===== config.mk =====
export PLATFORM = sky130hd
export DESIGN_NAME = pamt_top
export DESIGN_NICKNAME = d
export VERILOG_FILES = /design/src/rtl/pamt_pkg.sv /design/src/rtl/pamt_combine.sv /design/src/rtl/pamt_top.sv
export VERILOG_INCLUDE_DIRS = /design/src /design/src/rtl
export SDC_FILE = /design/constraint.sdc
export NUM_CORES = 1
export LEC_CHECK = 0
export BUFFER_PORTS_ARGS = -buffer_cell sky130_fd_sc_hd__buf_2
export CELL_PAD_IN_SITES_DETAIL_PLACEMENT = 0
export CELL_PAD_IN_SITES_GLOBAL_PLACEMENT = 1
export CORE_MARGIN = 4
export CORE_UTILIZATION = 30
export DETAILED_ROUTE_END_ITERATION = 12
export PLACE_DENSITY_LB_ADDON = 0.1
export SLEW_MARGIN = 20
export SYNTH_ARGS = -nofsm -noshare
export SYNTH_HDL_FRONTEND = slang
export SYNTH_SLANG_ARGS = --single-unit
export TNS_END_PERCENT = 50

===== constraint.sdc =====
create_clock -name clk -period 3.4 [get_ports clk]
set_input_delay 0.17 -clock clk [delete_from_list [all_inputs] [get_ports clk]]
set_output_delay 0.17 -clock clk [all_outputs]
set_load 0.005 [all_outputs]

===== src/rtl/pamt_regs.svh =====
`ifndef PAMT_REGS_SVH
`define PAMT_REGS_SVH

// ----------------------------------------
// Register map, byte addresses
// ----------------------------------------
`define PAMT_ADDR_W        5
`define PAMT_OFF_ATTR_LO   5'h00
`define PAMT_OFF_ATTR_HI   5'h04
`define PAMT_OFF_STATUS    5'h08
`define PAMT_OFF_FEATURE   5'h0C
`define PAMT_OFF_LAST      5'h10

// ----------------------------------------
// Attribute register layout
// ----------------------------------------
`define PAMT_NUM_FIELDS    8
`define PAMT_FLD_STRIDE    8
`define PAMT_TYPE_W        3
`define PAMT_IDX_W         3
`define PAMT_ATTR_RESET_LO 32'h00070406
`define PAMT_ATTR_RESET_HI 32'h00070406
`define PAMT_RSVD_MASK     32'hF8F8F8F8

// ----------------------------------------
// Memory type encodings
// ----------------------------------------
`define PAMT_TYPE_UC       3'h0
`define PAMT_TYPE_WC       3'h1
`define PAMT_TYPE_WT       3'h4
`define PAMT_TYPE_WP       3'h5
`define PAMT_TYPE_WB       3'h6
`define PAMT_TYPE_UCM      3'h7

// ----------------------------------------
// Table entry bit positions
// ----------------------------------------
`define PAMT_ENTRY_W       13
`define PAMT_LEAF_SEL_BIT  7
`define PAMT_DIR_SEL_BIT   12
`define PAMT_PCD_BIT       4
`define PAMT_PWT_BIT       3

// ----------------------------------------
// Status and feature bits
// ----------------------------------------
`define PAMT_ST_FAULT_BIT  0
`define PAMT_ST_UNMAP_BIT  1
`define PAMT_FEAT_BIT      16

`endif


===== src/rtl/pamt_pkg.sv =====
package pamt_pkg;

	// Table level that supplied the select bits
	typedef enum logic [1:0] {
		PAMT_LVL_LEAF_4K,
		PAMT_LVL_DIR_LARGE,
		PAMT_LVL_UPPER
	} pamt_level_t;

	// Effective memory type, including the cache-disabled result
	typedef enum logic [2:0] {
		PAMT_EFF_UC,
		PAMT_EFF_WC,
		PAMT_EFF_WT,
		PAMT_EFF_WP,
		PAMT_EFF_WB,
		PAMT_EFF_CD
	} pamt_eff_t;

	typedef struct packed {
		logic        valid;
		pamt_level_t level;
		logic [12:0] entry;
		logic [2:0]  range_type;
		logic        range_en;
	} pamt_req_t;

	typedef struct packed {
		logic        valid;
		logic [2:0]  idx;
		logic [2:0]  attr_type;
		pamt_eff_t   eff;
		logic        next_level;
	} pamt_rsp_t;

endpackage


===== src/rtl/pamt_combine.sv =====
`timescale 1ns/1ns
`include "pamt_regs.svh"
module pamt_combine (
	input  wire logic [2:0]          attr_type,
	input  wire logic [2:0]          range_type,
	input  wire logic                range_en,
	output pamt_pkg::pamt_eff_t      eff
);
	import pamt_pkg::*;

	logic [2:0] rng;

	// Disabled range registers read as uncacheable
	assign rng = range_en ? range_type : `PAMT_TYPE_UC;

	always_comb begin
		// Undefined pairs fall to uncacheable for reproducibility, except a WC attribute, which stays WC
		eff = PAMT_EFF_UC;
		case (attr_type)
			`PAMT_TYPE_UC: begin
				if (rng == `PAMT_TYPE_UC)
					eff = PAMT_EFF_UC;
				else if (rng == `PAMT_TYPE_WC || rng == `PAMT_TYPE_WP ||
				         rng == `PAMT_TYPE_WT || rng == `PAMT_TYPE_WB)
					eff = PAMT_EFF_CD;
			end
			`PAMT_TYPE_UCM: begin
				if (rng == `PAMT_TYPE_UC)
					eff = PAMT_EFF_UC;
				else if (rng == `PAMT_TYPE_WC)
					eff = PAMT_EFF_WC;
				else if (rng == `PAMT_TYPE_WP || rng == `PAMT_TYPE_WT ||
				         rng == `PAMT_TYPE_WB)
					eff = PAMT_EFF_CD;
			end
			`PAMT_TYPE_WC: begin
				eff = PAMT_EFF_WC;
			end
			`PAMT_TYPE_WP: begin
				case (rng)
					`PAMT_TYPE_UC: eff = PAMT_EFF_UC;
					`PAMT_TYPE_WC: eff = PAMT_EFF_CD;
					`PAMT_TYPE_WP: eff = PAMT_EFF_WP;
					`PAMT_TYPE_WT: eff = PAMT_EFF_CD;
					`PAMT_TYPE_WB: eff = PAMT_EFF_WP;
					default:       eff = PAMT_EFF_UC;
				endcase
			end
			`PAMT_TYPE_WT: begin
				case (rng)
					`PAMT_TYPE_UC: eff = PAMT_EFF_UC;
					`PAMT_TYPE_WC: eff = PAMT_EFF_CD;
					`PAMT_TYPE_WP: eff = PAMT_EFF_CD;
					`PAMT_TYPE_WT: eff = PAMT_EFF_WT;
					`PAMT_TYPE_WB: eff = PAMT_EFF_WT;
					default:       eff = PAMT_EFF_UC;
				endcase
			end
			`PAMT_TYPE_WB: begin
				case (rng)
					`PAMT_TYPE_UC: eff = PAMT_EFF_UC;
					`PAMT_TYPE_WC: eff = PAMT_EFF_WC;
					`PAMT_TYPE_WP: eff = PAMT_EFF_WP;
					`PAMT_TYPE_WT: eff = PAMT_EFF_WT;
					`PAMT_TYPE_WB: eff = PAMT_EFF_WB;
					default:       eff = PAMT_EFF_UC;
				endcase
			end
			default: eff = PAMT_EFF_UC;
		endcase
	end

endmodule


===== src/rtl/pamt_top.sv =====
`timescale 1ns/1ns
`include "pamt_regs.svh"
// Notes on behaviour
// - Select bit: leaf bit 7, directory bit 12
// - Entries without select bit use zero
// - Cache-disable select from entry bit 4
// - Write-through select from entry bit 3
// - Index is select, cache-disable, write-through
// - Reset fields: WB, WT, UC-minus, UC twice
// - Type encodings 0,1,4,5,6,7 only
// - Bad reserved bits or types fault, no update
// - Lookup always active, no disable control
// - Feature result bit 16 reports support
// - Every access picks field, applies its type
// - Upper levels index first four fields only
// - UC, UC-minus combine with range type; WC stays WC
// - WP, WT, WB combine with range type
// - Disabled range registers mean uncacheable
module pamt_top (
	input  wire logic                 clk,
	input  wire logic                 sys_rst,
	input  wire logic [4:0]           avs_address,
	input  wire logic                 avs_read,
	input  wire logic                 avs_write,
	input  wire logic [31:0]          avs_writedata,
	input  wire logic [3:0]           avs_byteenable,
	output logic [31:0]               avs_readdata,
	output logic                      avs_waitrequest,
	input  wire pamt_pkg::pamt_req_t  lk_req,
	output pamt_pkg::pamt_rsp_t       lk_rsp,
	output logic                      protection_fault
);
	import pamt_pkg::*;

	// ----------------------------------------
	// Bus slave: one wait cycle on every access
	// ----------------------------------------
	logic        ack_r;
	logic        ack_nxt;
	logic        req_any;
	logic        wr_fire;
	logic        rd_setup;
	logic        hit_lo;
	logic        hit_hi;
	logic        hit_st;
	logic        hit_ft;
	logic        hit_last;
	logic        hit_any;
	logic [31:0] be_mask;
	logic [31:0] rd_mux;
	logic [31:0] readdata_r;

	assign req_any         = avs_read | avs_write;
	assign ack_nxt         = req_any & ~ack_r;
	assign avs_waitrequest = req_any & ~ack_r;
	assign wr_fire         = avs_write & ack_r;
	assign rd_setup        = avs_read & ~ack_r;
	assign avs_readdata    = readdata_r;

	assign hit_lo   = avs_address == `PAMT_OFF_ATTR_LO;
	assign hit_hi   = avs_address == `PAMT_OFF_ATTR_HI;
	assign hit_st   = avs_address == `PAMT_OFF_STATUS;
	assign hit_ft   = avs_address == `PAMT_OFF_FEATURE;
	assign hit_last = avs_address == `PAMT_OFF_LAST;
	assign hit_any  = hit_lo | hit_hi | hit_st | hit_ft | hit_last;

	assign be_mask = {{8{avs_byteenable[3]}}, {8{avs_byteenable[2]}},
	                  {8{avs_byteenable[1]}}, {8{avs_byteenable[0]}}};

	// ----------------------------------------
	// Attribute register and write checking
	// ----------------------------------------
	logic [63:0] attr_r;
	logic [63:0] attr_cand;
	logic [31:0] wr_lo;
	logic [31:0] wr_hi;
	logic [7:0]  fld_ok;
	logic        rsvd_bad;
	logic        wr_attr;
	logic        wr_bad;
	logic        wr_good;
	logic [2:0]  fld [`PAMT_NUM_FIELDS];

	assign wr_lo = (attr_r[31:0] & ~be_mask) | (avs_writedata & be_mask);
	assign wr_hi = (attr_r[63:32] & ~be_mask) | (avs_writedata & be_mask);
	assign attr_cand = hit_lo ? {attr_r[63:32], wr_lo} :
	                   hit_hi ? {wr_hi, attr_r[31:0]} : attr_r;

	// Check the whole candidate; the untouched half is already legal
	assign rsvd_bad = ((attr_cand[31:0] | attr_cand[63:32]) & `PAMT_RSVD_MASK) != 32'h0;

	genvar gi;
	generate
		for (gi = 0; gi < `PAMT_NUM_FIELDS; gi++) begin : g_fld
			logic [2:0] cand_t;
			assign cand_t = attr_cand[gi*`PAMT_FLD_STRIDE +: `PAMT_TYPE_W];
			assign fld[gi] = attr_r[gi*`PAMT_FLD_STRIDE +: `PAMT_TYPE_W];
			assign fld_ok[gi] = cand_t == `PAMT_TYPE_UC || cand_t == `PAMT_TYPE_WC ||
			                    cand_t == `PAMT_TYPE_WT || cand_t == `PAMT_TYPE_WP ||
			                    cand_t == `PAMT_TYPE_WB || cand_t == `PAMT_TYPE_UCM;
		end
	endgenerate

	assign wr_attr = wr_fire & (hit_lo | hit_hi);
	assign wr_bad  = wr_attr & (rsvd_bad | ~&fld_ok);
	assign wr_good = wr_attr & ~wr_bad;

	always_ff @(posedge clk or posedge sys_rst) begin
		if (sys_rst) begin
			attr_r <= {`PAMT_ATTR_RESET_HI, `PAMT_ATTR_RESET_LO};
		end else if (wr_good) begin
			attr_r <= attr_cand;
		end
	end

	// ----------------------------------------
	// Status: fault and unmapped, write one to clear
	// ----------------------------------------
	logic        fault_r;
	logic        fault_nxt;
	logic        unmap_r;
	logic        unmap_nxt;
	logic        st_clr_fault;
	logic        st_clr_unmap;
	logic        unmap_ev;
	logic        pf_r;

	assign st_clr_fault = wr_fire & hit_st & avs_byteenable[0] &
	                      avs_writedata[`PAMT_ST_FAULT_BIT];
	assign st_clr_unmap = wr_fire & hit_st & avs_byteenable[0] &
	                      avs_writedata[`PAMT_ST_UNMAP_BIT];
	assign unmap_ev     = req_any & ack_r & ~hit_any;
	// Set beats clear in the same cycle so no event is lost
	assign fault_nxt    = wr_bad | (fault_r & ~st_clr_fault);
	assign unmap_nxt    = unmap_ev | (unmap_r & ~st_clr_unmap);
	assign protection_fault = pf_r;

	always_ff @(posedge clk or posedge sys_rst) begin
		if (sys_rst) begin
			fault_r <= 1'b0;
			unmap_r <= 1'b0;
			pf_r    <= 1'b0;
		end else begin
			fault_r <= fault_nxt;
			unmap_r <= unmap_nxt;
			pf_r    <= wr_bad;
		end
	end

	// ----------------------------------------
	// Lookup: select bits, index, combine
	// ----------------------------------------
	logic        sel_attr;
	logic        sel_pcd;
	logic        sel_pwt;
	logic [2:0]  idx;
	logic [2:0]  fld_type;
	pamt_eff_t   eff;
	pamt_rsp_t   rsp_r;
	pamt_rsp_t   rsp_nxt;

	// Walker hands over the leaf or directory copy per paging mode
	assign sel_attr = (lk_req.level == PAMT_LVL_LEAF_4K)   ? lk_req.entry[`PAMT_LEAF_SEL_BIT] :
	                  (lk_req.level == PAMT_LVL_DIR_LARGE) ? lk_req.entry[`PAMT_DIR_SEL_BIT]  :
	                  1'b0;
	assign sel_pcd  = lk_req.entry[`PAMT_PCD_BIT];
	assign sel_pwt  = lk_req.entry[`PAMT_PWT_BIT];
	// Upper levels land in fields 0 to 3 since sel_attr is zero there
	assign idx      = {sel_attr, sel_pcd, sel_pwt};
	// No enable term exists: the table is always consulted
	assign fld_type = fld[idx];

	pamt_combine u_combine (
		.attr_type  (fld_type),
		.range_type (lk_req.range_type),
		.range_en   (lk_req.range_en),
		.eff        (eff)
	);

	always_comb begin
		rsp_nxt            = rsp_r;
		rsp_nxt.valid      = lk_req.valid;
		if (lk_req.valid) begin
			rsp_nxt.idx        = idx;
			rsp_nxt.attr_type  = fld_type;
			rsp_nxt.eff        = eff;
			rsp_nxt.next_level = lk_req.level == PAMT_LVL_UPPER;
		end
	end

	always_ff @(posedge clk or posedge sys_rst) begin
		if (sys_rst) begin
			rsp_r <= '{valid: 1'b0, idx: 3'h0, attr_type: 3'h0,
			           eff: PAMT_EFF_UC, next_level: 1'b0};
		end else begin
			rsp_r <= rsp_nxt;
		end
	end

	assign lk_rsp = rsp_r;

	// ----------------------------------------
	// Read data
	// ----------------------------------------
	logic [31:0] st_word;
	logic [31:0] ft_word;
	logic [31:0] last_word;

	assign st_word   = {30'h0, unmap_r, fault_r};
	assign ft_word   = 32'h1 << `PAMT_FEAT_BIT;
	assign last_word = {22'h0, rsp_r.next_level, 3'(rsp_r.eff), rsp_r.attr_type,
	                    rsp_r.idx[2:1], rsp_r.idx[0]};
	assign rd_mux    = hit_lo   ? attr_r[31:0]  :
	                   hit_hi   ? attr_r[63:32] :
	                   hit_st   ? st_word       :
	                   hit_ft   ? ft_word       :
	                   hit_last ? last_word     : 32'h0;

	always_ff @(posedge clk or posedge sys_rst) begin
		if (sys_rst) begin
			ack_r      <= 1'b0;
			readdata_r <= 32'h0;
		end else begin
			ack_r <= ack_nxt;
			if (rd_setup)
				readdata_r <= rd_mux;
		end
	end
endmodule


==> flow_summary.ini <==
[power]
max-vdd-ir-drop_mv = 0.225
p_leak_nw = 3.22
power.density_nw_per_um2 = 410

[min_path]
hold_start = avs_writedata[8]
hold-path-cell-count = 2
hp-class = input port to register
hold_path_end = attr_r[8]$_DFFE_PP0P_

[global_routing]
gr-total-overflow = 0
grt_max_degree = 59
antenna_found_initial = 0
grt_pass1_wl_um = 25200
grt_pass1_vias = 4393
grt.total_usage_pct = 16.2

[logic_synthesis]
synthMuxAreaShare_pct = 14.8
synth_simple_gate_area_share_pct = 20.6
yosys.area.top_type = dfrtp_1
synthDistinctLibCells = 48
synth_fa_ha_area_share_pct = 0
synth-edff-count = 0
synth_top_family_by_area = simple AND/OR/NAND/NOR gates
avgSynthCellArea_sq_um = 10.9
syn_inst = 505
synth_area_leaders = dfrtp_1 (45%), mux2i_1 (6.0%), dfstp_2 (5.7%)
synthesis.nets = 570
synth_xor_area_share_pct = 0
synth_compound_area_share_pct = 10.8
yosysWarnings = 0
netlist.area_leader.share_pct = 45.0
seq_area_frac_synth_pct = 50.7
ys_ff_latch = 111
netlist_area_sq_um = 5510
ys.flop_type = dfrtp_1
ys_async_sr_fraction_pct = 100

[cts]
htreeDepth = 3
cts.sinks = 111
root_buffer = clkbuf_16
clkTransAtPathRegs_ns = 0.07
cts_buffers = 9
cts_tree = yes
cts_setup_buffers = 0
clock_path_buffers = 2
clk_latency_ns = 0.36

[place]
io_buffers = 100
gp_congestion = 0.852
dp_slack_ns = 0.183
place_hpwl_um = 12500

[drt]
ant_nets = 0
vias_per_cell = 4.96
wire_per_inst_um = 19.2
dr.pass1.iters = 4
drc = 0
drt_iter0_markers = 214
wirelength_um = 16200
vias = 4184

[critical_path]
worstSetupEndpointType = register
reg2reg_from = attr_r[42]$_DFFE_PP1P_
rr_endpoint = attr_r[56]$_DFFE_PP0P_
worst-r2r-setup-slack_ns = 0.37
r2r_cells = 10
cp_data_arrival_time_ns = 3.27
cp-start-kind = register
crit_type = register to register
crit_required_ns = 3.64
cp_max_fo = 8

[sta]
fin_crit_sh_pct = 89.1
max_slew_margin_pct = 50.3
finClkSkew_ns = 0.00501
fin_ws_ns = 0.370
worst_slew_pin_slew_ns = 0.725
min_period_ns = 3.03
grt_setup_unrepaired = false
drv_slew = 0
setup_violations = 0
fin_hold_ws_ns = 0.0539
fmax_mhz = 330
final-hold-violation-count = 0
fin_tns_setup_ns = 0

[finish]
multi_input_area_sq_um = 2550
area_delta_synth_final_pct = 21.6
final_nets = 675
regArea_sq_um = 2790
final_util_pct = 37.2
fill_cells = 1847
drive_gt1_share_pct = 28.6
n_antenna_cell = 0

[status]
outcome = completed

[die]
rows = 49
initial_core_util_pct = 30.6
die_w_um = 144
dieArea_sq_um = 20600
io_pins = 110
die_y_um = 144
fp.coreArea_sq_um = 18000

[job]
drv_cap = 0
## sequential cells by signal (all words and copies together), names as in the netlist
register / cells
ack_r: 1
avs_readdata: 32
attr_r: 64
protection_fault: 1
unmap_r: 1
fault_r: 1
lk_rsp: 11
## final cells by class
class | instances | share of cell area, %
inverters | 16 | 0.934
clock inverters | 2 | 0.560
clock buffers | 14 | 4.09
multi-input cells | 350 | 38.1
repair buffers | 122 | 10.3
flip-flops and latches | 111 | 41.7
well taps | 229 | 4.28
## cell usage in the layout (no fill, tap or decap), types with 10 or more instances in the layout
cell type / Yosys / routed
dfrtp_1: 99 / 99
nor2b_1: 47 / 47
buf_4: 0 / 19
mux2i_1: 33 / 33
o21ai_0: 28 / 28
nand2_1: 53 / 53
a21oi_1: 11 / 11
nor4_1: 10 / 10
nor2_1: 31 / 31
inv_1: 16 / 15
dfstp_2: 12 / 12
mux2_1: 22 / 22
o31ai_1: 22 / 22
buf_2: 5 / 100
## stage by stage
stage / cell area, sq um / total power, mW / instances
6_report: 6700 / 2.75 / 844
5_1_grt: 6700 / 2.85 / 844
4_1_cts: 6700 / 2.78 / 844
3_5_place_dp: 6380 / 1.65 / 827
3_3_place_gp: 6380 / 1.65 / 827
2_1_floorplan: 5510 / 1.52 / 505
## critical path, cell delays in order (launching register included)
cell and delay, ns:
dfstp_2 0.56, inv_1 0.06, a2111oi_0 0.54, buf_4 0.21, a21oi_1 0.04, nor4_1 0.26, buf_4 0.16, nand4_4 0.16
buf_12 0.21, nor4_4 0.34, mux2_1 0.38
## Yosys cell counts (6+ instances only)
library cell  instances
a21oi_1              11
a22o_1                8
clkbuf_1             19
dfrtp_1              99
dfstp_2              12
inv_1                16
mux2_1               22
mux2_2                9
mux2i_1              33
mux4_2                6
nand2_1              53
nand2b_1              8
nand3_1               8
nor2_1               31
nor2b_1              47
nor4_1               10
nor4_4                9
o21ai_0              28
o31ai_1              22
## worst max path at each step
stage	depth (start not counted)	endpoint	startpoint
floorplan	1	ack_r$_DFF_PP0_	sys_rst
global placement	11	attr_r[56]$_DFFE_PP0P_	avs_address[1]
detailed placement	11	attr_r[26]$_DFFE_PP0P_	avs_address[1]
CTS	10	attr_r[56]$_DFFE_PP0P_	attr_r[42]$_DFFE_PP1P_
global route	10	attr_r[26]$_DFFE_PP0P_	attr_r[42]$_DFFE_PP1P_
finish	10	attr_r[56]$_DFFE_PP0P_	attr_r[42]$_DFFE_PP1P_
## cell families (layout without fill, tap and decap cells)
group | Yosys count | in the layout
multiplexers | 70 | 70
AO/OA/AOI/OAI | 90 | 90
buffers and inverters | 44 | 154
AND/OR/NAND/NOR | 190 | 190
flip-flops | 111 | 111
## where the power goes
group          internal [mW]  total (mW)  switching (mW)  leakage [nW]
Combinational         0.0987       0.265           0.166          1.59
Clock                  0.634        1.12           0.489         0.149
Sequential              1.34        1.36          0.0162          1.48
## per-layer routing
layer  global-route usage (%)  share of wire (%)
met1                     22.1                 47
met2                     26.5                 48
met3                     2.50                3.3
met4                     5.05                1.5
met5                        0                  0
## timing repair
item | in CTS | in global routing
endpoints found under the setup margin | 0 | 0
gates resized for setup | 0 | 0
hold buffers | 1 | 0
endpoints found under the hold margin | 55 | 0
Note: power is estimated with default switching activity, not from simulation.
